==> config.mk <==
export PLATFORM = sky130hd
export DESIGN_NAME = dsm_status_pins
export DESIGN_NICKNAME = d
export VERILOG_FILES = /design/src/inc/dsm_pkg.sv /design/src/dsm_sync.sv /design/src/dsm_status_pins.sv
export SDC_FILE = /design/constraint.sdc
export NUM_CORES = 1
export LEC_CHECK = 0
export ABC_CLOCK_PERIOD_IN_PS = 3000
export BUFFER_PORTS_ARGS = -buffer_cell sky130_fd_sc_hd__buf_2
export CORE_UTILIZATION = 51
export DETAILED_ROUTE_END_ITERATION = 10
export GPL_TIMING_DRIVEN = 0
export PLACE_DENSITY = 0.79
export SLEW_MARGIN = 40
export SYNTH_ARGS = -nofsm -noshare
export SYNTH_HDL_FRONTEND = slang
export SYNTH_HIERARCHICAL = 1
export SYNTH_SLANG_ARGS = --single-unit
==> constraint.sdc <==
create_clock -name core_clk -period 3 [get_ports core_clk]
set_input_delay 0.6 -clock core_clk [delete_from_list [all_inputs] [get_ports core_clk]]
set_output_delay 0.6 -clock core_clk [all_outputs]
set_load 0.01 [all_outputs]
==> src/inc/dsm_pkg.sv <==
// Constants shared by the loop status and mode pin logic.
// Assumes a single 10 MHz core clock and an active-low asynchronous reset.
package dsm_pkg;

  // ----------------------------------------------------------------------
  // Operating mode codes
  // ----------------------------------------------------------------------
  // Two-bit mode code as driven on the mode pick pins.
  typedef enum logic [1:0] {
    DSM_MODE_NORMAL   = 2'b00,
    DSM_MODE_HOLDOVER = 2'b01,
    DSM_MODE_FREERUN  = 2'b10,
    DSM_MODE_AUTO     = 2'b11
  } dsm_mode_e;

  // ----------------------------------------------------------------------
  // Timing
  // ----------------------------------------------------------------------
  localparam int unsigned CLK_HZ          = 10_000_000;
  localparam int unsigned RESET_HOLD_MS   = 3;
  // Least time, rounded up to whole cycles.
  localparam int unsigned RESET_HOLD_CYC  = (RESET_HOLD_MS * CLK_HZ + 999) / 1000;
  localparam int unsigned SYNC_STAGES     = 2;
  localparam int unsigned NUM_REFS        = 3;
  localparam int unsigned SRC_A           = 0;
  localparam int unsigned SRC_B           = 1;
  localparam int unsigned SRC_C           = 2;

  // Out-of-range limit per application code, in ppm.
  localparam logic [7:0] OOR_LIMIT_APP0 = 8'h0C;
  localparam logic [7:0] OOR_LIMIT_APP1 = 8'h09;
  localparam logic [7:0] OOR_LIMIT_APP2 = 8'h14;

  // Reset value of the stored corrector delay.
  localparam logic [15:0] TEC_RESET = 16'h0000;

endpackage : dsm_pkg

==> src/dsm_sync.sv <==
// Two-flop level synchroniser for a bus of slow control pins.
// Assumes the inputs are quasi-static levels from board logic.
module dsm_sync #(
  parameter int unsigned W = 1
) (
  // Clock and reset.
  input  wire logic         core_clk,
  input  wire logic         arst_n,
  // Level in and synchronised level out.
  input  wire logic [W-1:0] async_in,
  output logic      [W-1:0] sync_out
);

  logic [W-1:0] meta_q;

  // The first stage feeds only the second stage.
  always_ff @(posedge core_clk or negedge arst_n) begin
    if (!arst_n) begin
      meta_q   <= '0;
      sync_out <= '0;
    end else begin
      meta_q   <= async_in;
      sync_out <= meta_q;
    end
  end

endmodule : dsm_sync

==> src/dsm_status_pins.sv <==
// Status flag and mode control pin logic of the timing loop.
// Assumes core_clk at 10 MHz, lock and reference monitor results from the loop core,
// and board logic driving the select pins as static levels.
//
// Overview of operation
// RQ1 - freq_acquired_flag is high while the loop is frequency locked to the selected source.
// RQ2 - retained_freq_flag is high exactly while the loop is in holdover.
// RQ3 - Each source bad flag rises when that source is beyond the application's range limit.
// RQ4 - A source bad flag also rises on abrupt phase or frequency steps of that source.
// RQ5 - With phase_keep_select low the stored corrector delay is kept on return to Normal.
// RQ6 - With phase_keep_select high a fresh corrector delay is measured on return to Normal.
// RQ7 - The phase_keep_select choice applies only when Normal resumes the same source.
// RQ8 - The operating mode is taken from the two mode pick pins as one two-bit code.
// RQ9 - After chip reset release the block holds a reset state for 3 ms, outputs disabled.
// RQ10 - Board logic drives the application pick pins together to set the range limits.
// RQ11 - All select levels are synchronised to core_clk before they are used.
module dsm_status_pins #(
  parameter int unsigned RESET_HOLD_CYC = dsm_pkg::RESET_HOLD_CYC
) (
  // Clock and reset.
  input  wire logic        core_clk,
  input  wire logic        arst_n,
  // Board select pins.
  input  wire logic        op_mode_pick0,
  input  wire logic        op_mode_pick1,
  input  wire logic [1:0]  app_limit_pick,
  input  wire logic        phase_keep_select,
  // Loop core status.
  input  wire logic        core_freq_locked,
  input  wire logic [1:0]  selected_source,
  input  wire logic [7:0]  src_a_offset_ppm,
  input  wire logic [7:0]  src_b_offset_ppm,
  input  wire logic [7:0]  src_c_offset_ppm,
  input  wire logic [2:0]  src_step_seen,
  input  wire logic [15:0] measured_delay,
  // Status flags.
  output logic             freq_acquired_flag,
  output logic             retained_freq_flag,
  output logic             source_a_bad_flag,
  output logic             source_b_bad_flag,
  output logic             source_c_bad_flag,
  // Loop core control.
  output logic [1:0]       active_mode,
  output logic [15:0]      corrector_delay,
  output logic             remeasure_pulse,
  output logic             outputs_enable,
  output logic             in_reset_state
);

  // ----------------------------------------------------------------------
  // Synchronised select pins
  // ----------------------------------------------------------------------
  logic [4:0] sel_sync;

  // Mode, application and phase keep pins cross into core_clk here.
  dsm_sync #(.W(5)) u_sync ( // RQ11
    .core_clk (core_clk),
    .arst_n   (arst_n),
    .async_in ({phase_keep_select, app_limit_pick, op_mode_pick1, op_mode_pick0}),
    .sync_out (sel_sync)
  );

  logic [1:0] mode_code;
  logic [1:0] app_code;
  logic       keep_sel;

  // Mode pins form one code, pick1 is the upper bit.
  assign mode_code = sel_sync[1:0]; // RQ8
  assign app_code  = sel_sync[3:2]; // RQ10
  assign keep_sel  = sel_sync[4];

  // ----------------------------------------------------------------------
  // State
  // ----------------------------------------------------------------------
  typedef enum logic [1:0] {
    DSM_ST_RESET = 2'b00,
    DSM_ST_RUN   = 2'b01
  } dsm_phase_e;

  typedef struct packed {
    dsm_phase_e  phase;
    logic [22:0] hold_cnt;
    logic [1:0]  mode;
    logic [1:0]  last_src;
    logic        lock;
    logic        hold;
    logic [2:0]  bad;
    logic [15:0] delay;
    logic        remeas;
  } dsm_state_s;

  dsm_state_s st_q;
  dsm_state_s st_d;

  // Range check of one source against the application limit.
  function automatic logic out_of_range(input logic [7:0] off, input logic [1:0] app);
    logic [7:0] lim;
    lim = dsm_pkg::OOR_LIMIT_APP2;
    case (app)
      2'b00:   lim = dsm_pkg::OOR_LIMIT_APP0;
      2'b01:   lim = dsm_pkg::OOR_LIMIT_APP1;
      default: lim = dsm_pkg::OOR_LIMIT_APP2;
    endcase
    return off > lim;
  endfunction : out_of_range

  logic leaving_idle;
  logic same_src;

  // Next state of the whole block.
  always_comb begin
    st_d         = st_q;
    st_d.remeas  = 1'b0;
    leaving_idle = 1'b0;
    same_src     = 1'b0;
    case (st_q.phase)
      DSM_ST_RESET: begin
        // Hold the reset state for the full count with outputs off.
        if (st_q.hold_cnt >= 23'(RESET_HOLD_CYC - 1)) begin // RQ9
          st_d.phase = DSM_ST_RUN;
        end else begin
          st_d.hold_cnt = st_q.hold_cnt + 23'h00_0001;
        end
      end
      DSM_ST_RUN: begin
        st_d.mode = mode_code; // RQ8
        st_d.hold = (mode_code == dsm_pkg::DSM_MODE_HOLDOVER); // RQ2
        st_d.lock = core_freq_locked && (mode_code == dsm_pkg::DSM_MODE_NORMAL
                    || mode_code == dsm_pkg::DSM_MODE_AUTO); // RQ1
        st_d.bad[dsm_pkg::SRC_A] = out_of_range(src_a_offset_ppm, app_code)
                                   | src_step_seen[dsm_pkg::SRC_A]; // RQ3 RQ4
        st_d.bad[dsm_pkg::SRC_B] = out_of_range(src_b_offset_ppm, app_code)
                                   | src_step_seen[dsm_pkg::SRC_B]; // RQ3 RQ4
        st_d.bad[dsm_pkg::SRC_C] = out_of_range(src_c_offset_ppm, app_code)
                                   | src_step_seen[dsm_pkg::SRC_C]; // RQ3 RQ4
        leaving_idle = (st_q.mode == dsm_pkg::DSM_MODE_HOLDOVER
                        || st_q.mode == dsm_pkg::DSM_MODE_FREERUN)
                       && mode_code == dsm_pkg::DSM_MODE_NORMAL;
        same_src = (selected_source == st_q.last_src);
        if (leaving_idle && same_src && keep_sel) begin // RQ5 RQ7
          // Fresh measurement keeps the output phase still.
          st_d.delay  = measured_delay; // RQ6
          st_d.remeas = 1'b1; // RQ6
        end else if (leaving_idle && !same_src) begin
          // On return to Normal a new source always gets its own delay.
          st_d.delay  = measured_delay;
          st_d.remeas = 1'b1;
        end
        // Low select with the same source leaves the stored delay untouched.
        if (mode_code == dsm_pkg::DSM_MODE_NORMAL) begin
          st_d.last_src = selected_source;
        end
      end
      default: begin
        st_d.phase = DSM_ST_RESET;
      end
    endcase
  end

  // State register.
  always_ff @(posedge core_clk or negedge arst_n) begin
    if (!arst_n) begin
      st_q <= '{phase: DSM_ST_RESET, hold_cnt: '0, mode: 2'b00, last_src: 2'b00,
                lock: 1'b0, hold: 1'b0, bad: 3'b000, delay: dsm_pkg::TEC_RESET,
                remeas: 1'b0};
    end else begin
      st_q <= st_d;
    end
  end

  // Outputs come straight from state.
  assign freq_acquired_flag = st_q.lock;
  assign retained_freq_flag = st_q.hold;
  assign source_a_bad_flag  = st_q.bad[dsm_pkg::SRC_A];
  assign source_b_bad_flag  = st_q.bad[dsm_pkg::SRC_B];
  assign source_c_bad_flag  = st_q.bad[dsm_pkg::SRC_C];
  assign active_mode        = st_q.mode;
  assign corrector_delay    = st_q.delay;
  assign remeasure_pulse    = st_q.remeas;
  assign in_reset_state     = (st_q.phase == DSM_ST_RESET);
  assign outputs_enable     = (st_q.phase == DSM_ST_RUN); // RQ9

  // ----------------------------------------------------------------------
  // Checks
  // ----------------------------------------------------------------------
  logic [22:0] chk_run_cnt;

  // Counts cycles spent in the reset state for the hold check.
  always_ff @(posedge core_clk or negedge arst_n) begin
    if (!arst_n) begin
      chk_run_cnt <= '0;
    end else if (in_reset_state) begin
      chk_run_cnt <= chk_run_cnt + 23'h00_0001;
    end
  end

  a_reset_hold_len: assert property (@(posedge core_clk) disable iff (!arst_n) // RQ9
    $rose(outputs_enable) |-> chk_run_cnt == 23'(RESET_HOLD_CYC))
    else $error("reset state ended at wrong count");

  a_reset_outputs_off: assert property (@(posedge core_clk) disable iff (!arst_n) // RQ9
    in_reset_state |-> !outputs_enable && !freq_acquired_flag && !retained_freq_flag)
    else $error("outputs active during reset state");

  a_hold_flag_mode: assert property (@(posedge core_clk) disable iff (!arst_n) // RQ2
    outputs_enable && $past(outputs_enable) && $past(in_reset_state, 1) == 1'b0
    |-> retained_freq_flag == ($past(mode_code) == dsm_pkg::DSM_MODE_HOLDOVER))
    else $error("holdover flag does not follow mode");

  a_lock_needs_core: assert property (@(posedge core_clk) disable iff (!arst_n) // RQ1
    freq_acquired_flag |-> $past(core_freq_locked))
    else $error("lock flag without core lock");

  a_src_a_range: assert property (@(posedge core_clk) disable iff (!arst_n) // RQ3
    !in_reset_state && out_of_range(src_a_offset_ppm, app_code) |=> source_a_bad_flag)
    else $error("source a out of range not flagged");

  a_src_step_flag: assert property (@(posedge core_clk) disable iff (!arst_n) // RQ4
    !in_reset_state && src_step_seen[dsm_pkg::SRC_B] |=> source_b_bad_flag)
    else $error("source b step not flagged");

  a_delay_kept_low: assert property (@(posedge core_clk) disable iff (!arst_n) // RQ5
    leaving_idle && same_src && !keep_sel |=> $stable(corrector_delay) && !remeasure_pulse)
    else $error("delay changed with keep select low");

  a_delay_fresh_high: assert property (@(posedge core_clk) disable iff (!arst_n) // RQ6
    leaving_idle && same_src && keep_sel |=> remeasure_pulse
    && corrector_delay == $past(measured_delay))
    else $error("fresh delay not taken with keep select high");

  a_mode_from_pins: assert property (@(posedge core_clk) disable iff (!arst_n) // RQ8
    !in_reset_state |=> active_mode == $past({op_mode_pick1, op_mode_pick0}, 3)
    || !$stable(sel_sync[1:0]) || $past(in_reset_state, 3))
    else $error("mode does not follow pins");

endmodule : dsm_status_pins

; Word level (Yosys, flattened, before mapping)
; Index checks and enable logic that the tools add are counted.
[op_classes]
add_sub_neg = 1
n_mux = 7
reduce_logical = 16
bitwise_logic = 5
n_lt_le_gt_ge = 4
eq_ne = 8
[op_table]
columns = operator, count
row1 = 17-bit two-way mux, 2
row2 = 8-bit > comparator, 3
row3 = 23-bit by 1-bit adder with 23-bit output (second input constant), 1
row4 = 23-bit by 15-bit greater-or-equal comparator with 1-bit output (second input constant), 1
row5 = 5-bit one-hot mux with 2 select lines, 1
row6 = 2-bit by 1-bit == test with 1-bit output (second input constant), 4
row7 = 8-bit two-way mux, 1
row8 = 2-bit AND reduction, 4
row9 = 2-bit logical NOT, 3
row10 = 1-bit logical AND, 5
row11 = 2-bit == test (second input constant), 2
row12 = 2-bit one-hot mux with 2 select lines, 1
row13 = 1-bit OR, 3
row14 = 2-bit == test, 1
row15 = 1-bit logical OR, 2
row16 = 2-bit two-way mux, 1
row17 = 2-bit by 1-bit inequality test with 1-bit output (second input constant), 1
row18 = 1-bit NOT, 2
row19 = 2-bit nonzero test, 1
row20 = 1-bit logical NOT, 1
row21 = 1-bit two-way mux, 1
[word_totals]
register_bits = 61
input_bits = 53
out_inout_bits = 26

; Longest topological paths before layout
[depth]
ltp_word = 7
mapped_depth = 8
ltp_nobuf = 7

; By module
; The synthesis kept the hierarchy.
[by_module_without_submodules]
columns = mod, area_each_um2, cells_each, n_inst
row1 = dsm_status_pins, 2494.9, 213, 1
row2 = dsm_sync, 250.2, 10, 1

; Least setup slack after synthesis
; OpenSTA, ideal clock, no wires.
[synth_timing]
path_type = input-to-reg
startpoint = in src_a_offset_ppm[0]
endpoint = reg st_q, in the netlist source_a_bad_flag
required_ps = 2858
stages = 7
path_slack_ps = 1123
arrival_time_ps = 1735
path_cell_list = inv_1 ha_1 o21bai_1 maj3_1 a22oi_1 maj3_1 a31oi_1
[synth_between]
elab_chain_cells = 2
[synth_lines]
columns = element, line
row1 = start: declaration, dsm_status_pins.sv:31  ; input wire logic [7:0] src_a_offset_ppm,
row2 = 8-bit > comparator, dsm_status_pins.sv:104  ; return off > lim;
row3 = 1-bit OR, dsm_status_pins.sv:131  ; | src_step_seen[dsm_pkg::SRC_A];
row4 = end signal: assignment, dsm_status_pins.sv:163  ; st_q <= '{phase: DSM_ST_RESET, hold_cnt: '0, mode: 2'b00, last_src: 2'b00,
row5 = end signal: assignment, dsm_status_pins.sv:167  ; st_q <= st_d;
row6 = end: declaration, dsm_status_pins.sv:92  ; dsm_state_s st_q;
; No other way between the ends.
; A chain may end at the register's enable or synchronous reset.

; Final worst setup path
[layout_timing]
startpoint = reg u_sync.sync_out[3]
endpoint = reg st_q, in the netlist source_a_bad_flag
[layout_between]
elab_chain_cells = 5
[layout_lines]
columns = element, line
row1 = start: declaration, dsm_sync.sv:11  ; output logic [W-1:0] sync_out
row2 = start signal: assignment, dsm_sync.sv:23  ; sync_out <= meta_q;
row3 = 2-bit by 1-bit == test with 1-bit output / 2-bit logical NOT (equally long branches), dsm_status_pins.sv:99  ; case (app)
row4 = 5-bit one-hot mux with 2 select lines *, dsm_status_pins.sv:99
row5 = 8-bit two-way mux *, dsm_status_pins.sv:116  ; case (st_q.phase)
row6 = 8-bit > comparator *, dsm_status_pins.sv:104
row7 = 1-bit OR *, dsm_status_pins.sv:131
; Every way passes the cells marked *; elsewhere a longest branch is shown, timed or not. The select of a mux whose other input is x is not followed.

==> results.py <==
metrics = {
    "outcome": {
        "outcome": "completed",
    },
    "pwr": {
        "vdd.ir_drop.worst_mv": 0.376,
        "p_per_area_nw_per_um2": 529,
        "cellLeakagePower_uw": 0.00175,
    },
    "setup_path": {
        "critPathKind": "reg2reg",
        "cp-start-kind": "register",
        "r2r_slack_ns": 0.95,
        "critPathBufInv": 1,
        "worst_setup_path_end_kind": "register",
        "critical_path.top_delay_family": "adder cells",
        "cp.arrival_ns": 2.31,
        "critPathMostFrequentCell": "maj3_1",
        "critPathMaxStageDelay_ns": 0.43,
        "crit_required_ns": 3.26,
        "path_cells": "nor2b_1, buf_2, ha_1, o21bai_1, maj3_1, a22oi_1, maj3_1, a31oi_1",
        "crit_fanout": 9,
        "crit_start": "u_sync/sync_out[3]$_DFF_PN0_",
        "regToRegStartpoint": "u_sync/sync_out[3]$_DFF_PN0_",
        "crit_slowest_cell": "dfrtp_1",
    },
    "synthesis": {
        "synth.cell_area_um2": 2750,
        "yosysSeqAreaShare": 0.547,
        "synth.avg_cell_area_um2": 12.3,
        "ys_warn_count": 6,
        "synth-edff-count": 0,
        "syn_nets": 285,
        "synthCells": 223,
        "ys.flop_type": "dfrtp_1",
        "synth.distinct_cells": 36,
        "ys_ff_latch": 60,
        "synth_async_sr_flop_share": 1.00,
    },
    "timing": {
        "rsz0062_at_grt": "no",
        "tns_ns": 0,
        "holdWs_ns": 0.320,
        "fin_skew_ns": 0.00691,
        "fmax_mhz": 488,
        "slew_violations": 0,
        "slew_headroom": 0.538,
        "final-hold-violation-count": 0,
        "tightest_slew_ns": 0.693,
        "fin_crit_sh": 0.683,
        "setup_viol": 0,
        "min_period_ns": 2.05,
    },
    "floorplanning": {
        "core_area_um2": 5140,
        "rows": 26,
        "die_y_um": 75.4,
        "dieWidth_um": 75.4,
        "die-area_um2": 5680,
        "start_util": 0.534,
        "io_pins": 79,
    },
    "clock_tree": {
        "postCtsSetupBuffers": 0,
        "cts_made_buffers": 9,
        "cts_tree": "yes",
        "path_clk_slew_ns": 0.06,
        "h-tree-depth": 3,
        "root_buffer": "clkbuf_8",
        "cts.repair.resized": 0,
        "clk-insertion-delay-late_ns": 0.34,
        "cts_hold_buffers": 0,
        "cts_buffer_depth": 2,
        "clock-sinks": 60,
    },
    "drt": {
        "wire_per_inst_um": 12.1,
        "drt_iter0_markers": 59,
        "wl_mm": 4.68,
        "routed_via_density": 4.80,
        "drc": 0,
        "detail-route-antenna-nets": 0,
        "drt-pass1-iter-count": 4,
        "vias": 1858,
    },
    "global_routing": {
        "grt_max_degree": 61,
        "overflow": 0,
        "grt_pass1_wl_mm": 7.80,
        "grt_pass1_vias": 1833,
        "grt_use_total": 0.190,
        "grt_antenna_before_repair": 0,
    },
    "hold_path": {
        "hold_path_class": "in2async",
    },
    "finish": {
        "antenna_cells": 0,
        "final-seq-area_um2": 1500,
        "multi_input_area_um2": 977,
        "nNetsFinal": 374,
        "area_growth_syn_to_layout_pct": 25.9,
        "n_fill_cell": 408,
        "drive_gt1_frac": 0.435,
    },
    "job": {
        "maxCapViolCount": 0,
    },
    "placed_design": {
        "io_buffers": 78,
        "dp_hpwl_mm": 3.46,
        "gp_congestion": 0.775,
    },
}
## cells by family (layout without fill, tap and decap cells)
kind of cell | after synthesis | after routing | synth area share
AOI/OAI and AO/OA | 18 | 18 | 0.0469
xor gates and xnor gates | 16 | 16 | 0.0511
adders and majority gates | 15 | 15 | 0.0629
buffers and inverters | 45 | 139 | 0.0971
DFF | 60 | 60 | 0.547
muxes | 22 | 22 | 0.103
and+or+nand+nor | 47 | 47 | 0.0925
## metal layers
layer | global-route usage | wire, um | vias to the layer above
li1 | - | - | 926
met1 | 0.230 | 2070 | 881
met2 | 0.311 | 2290 | 43
met3 | 0.0529 | 232 | 8
met4 | 0.105 | 85 | 0
met5 | 0 | 0 | -
## worst reg2reg max path, stage by stage (launching register included)
cell      delay, ns
dfrtp_1        0.43
nor2b_1        0.12
buf_2          0.21
ha_1           0.27
o21bai_1       0.16
maj3_1         0.19
a22oi_1        0.08
maj3_1         0.35
a31oi_1        0.16
## where the power goes
part           total [uW]  switching (uW)  internal, uW
clock network         843             294           549
registers             843            11.3           831
logic                 143            59.1          83.6
total                1830             364          1460
## through the flow
stage               total power, uW  cell area, um2   util  worst slack (ns)  std cells
floorplan                       931            2750      -              1.12        223
detailed placement             1000            3230  0.628             0.952        371
CTS                            1860            3460  0.673             0.932        387
global placement                997            3220  0.627             0.983        371
global route                   1910            3460  0.673             0.816        387
finish                         1830            3460  0.673             0.951        387
## sequential cells by signal, summed over array words and instances (netlist names)
name / flops
st_q: 26
corrector_delay: 16
u_sync/meta_q: 5
u_sync/sync_out: 5
active_mode: 2
freq_acquired_flag: 1
remeasure_pulse: 1
retained_freq_flag: 1
source_a_bad_flag: 1
source_b_bad_flag: 1
source_c_bad_flag: 1
## Yosys cell counts (6+ instances only)
library cell  count  area [um2]
buf_4            19         143
clkbuf_1         10        37.5
dfrtp_1          60        1500
ha_1              9         113
inv_1            12        45.0
maj3_1            6        60.1
mux2_2           12         135
mux2_4            9         135
nand2_1           6        22.5
nand3_1          11        55.1
nor2_1            9        33.8
xnor2_1          14         123
## cells in the final DEF, fill, tap and decap left out, types with 6 or more instances in the layout
cell type,netlist,routed
buf_2,2,79
xnor2_1,14,14
inv_1,12,12
clkbuf_1,10,12
dfrtp_1,60,60
mux2_4,9,9
nor2_1,9,9
nand3_1,11,11
clkbuf_8,0,9
nand2_1,6,6
maj3_1,6,6
mux2_2,12,12
buf_4,19,20
ha_1,9,9
## area by class of cell
class | count | share of cell area
Clock buffer | 11 | 0.0380
Sequential cell | 60 | 0.434
Tap cell | 70 | 0.0253
Multi-Input combinational cell | 118 | 0.283
Inverter | 12 | 0.0130
Clock inverter | 5 | 0.0290
Buffer | 33 | 0.0641
Timing Repair Buffer | 78 | 0.114
## worst paths after layout
| check | endpoint | cells after the start |
|---|---|---|
| max | source_a_bad_flag$_DFFE_PN0P_ | 8 |
| min | st_q[45]$_DFFE_PN0P_ | 1 |
| max reg2reg | source_a_bad_flag$_DFFE_PN0P_ | 8 |
| min reg2reg | u_sync/sync_out[0]$_DFF_PN0_ | 0 |
| max in group asynchronous | corrector_delay[2]$_DFFE_PN0P_ | 1 |
| min in group core_clk | u_sync/sync_out[0]$_DFF_PN0_ | 0 |
Note: power is estimated with default switching activity, not from simulation.
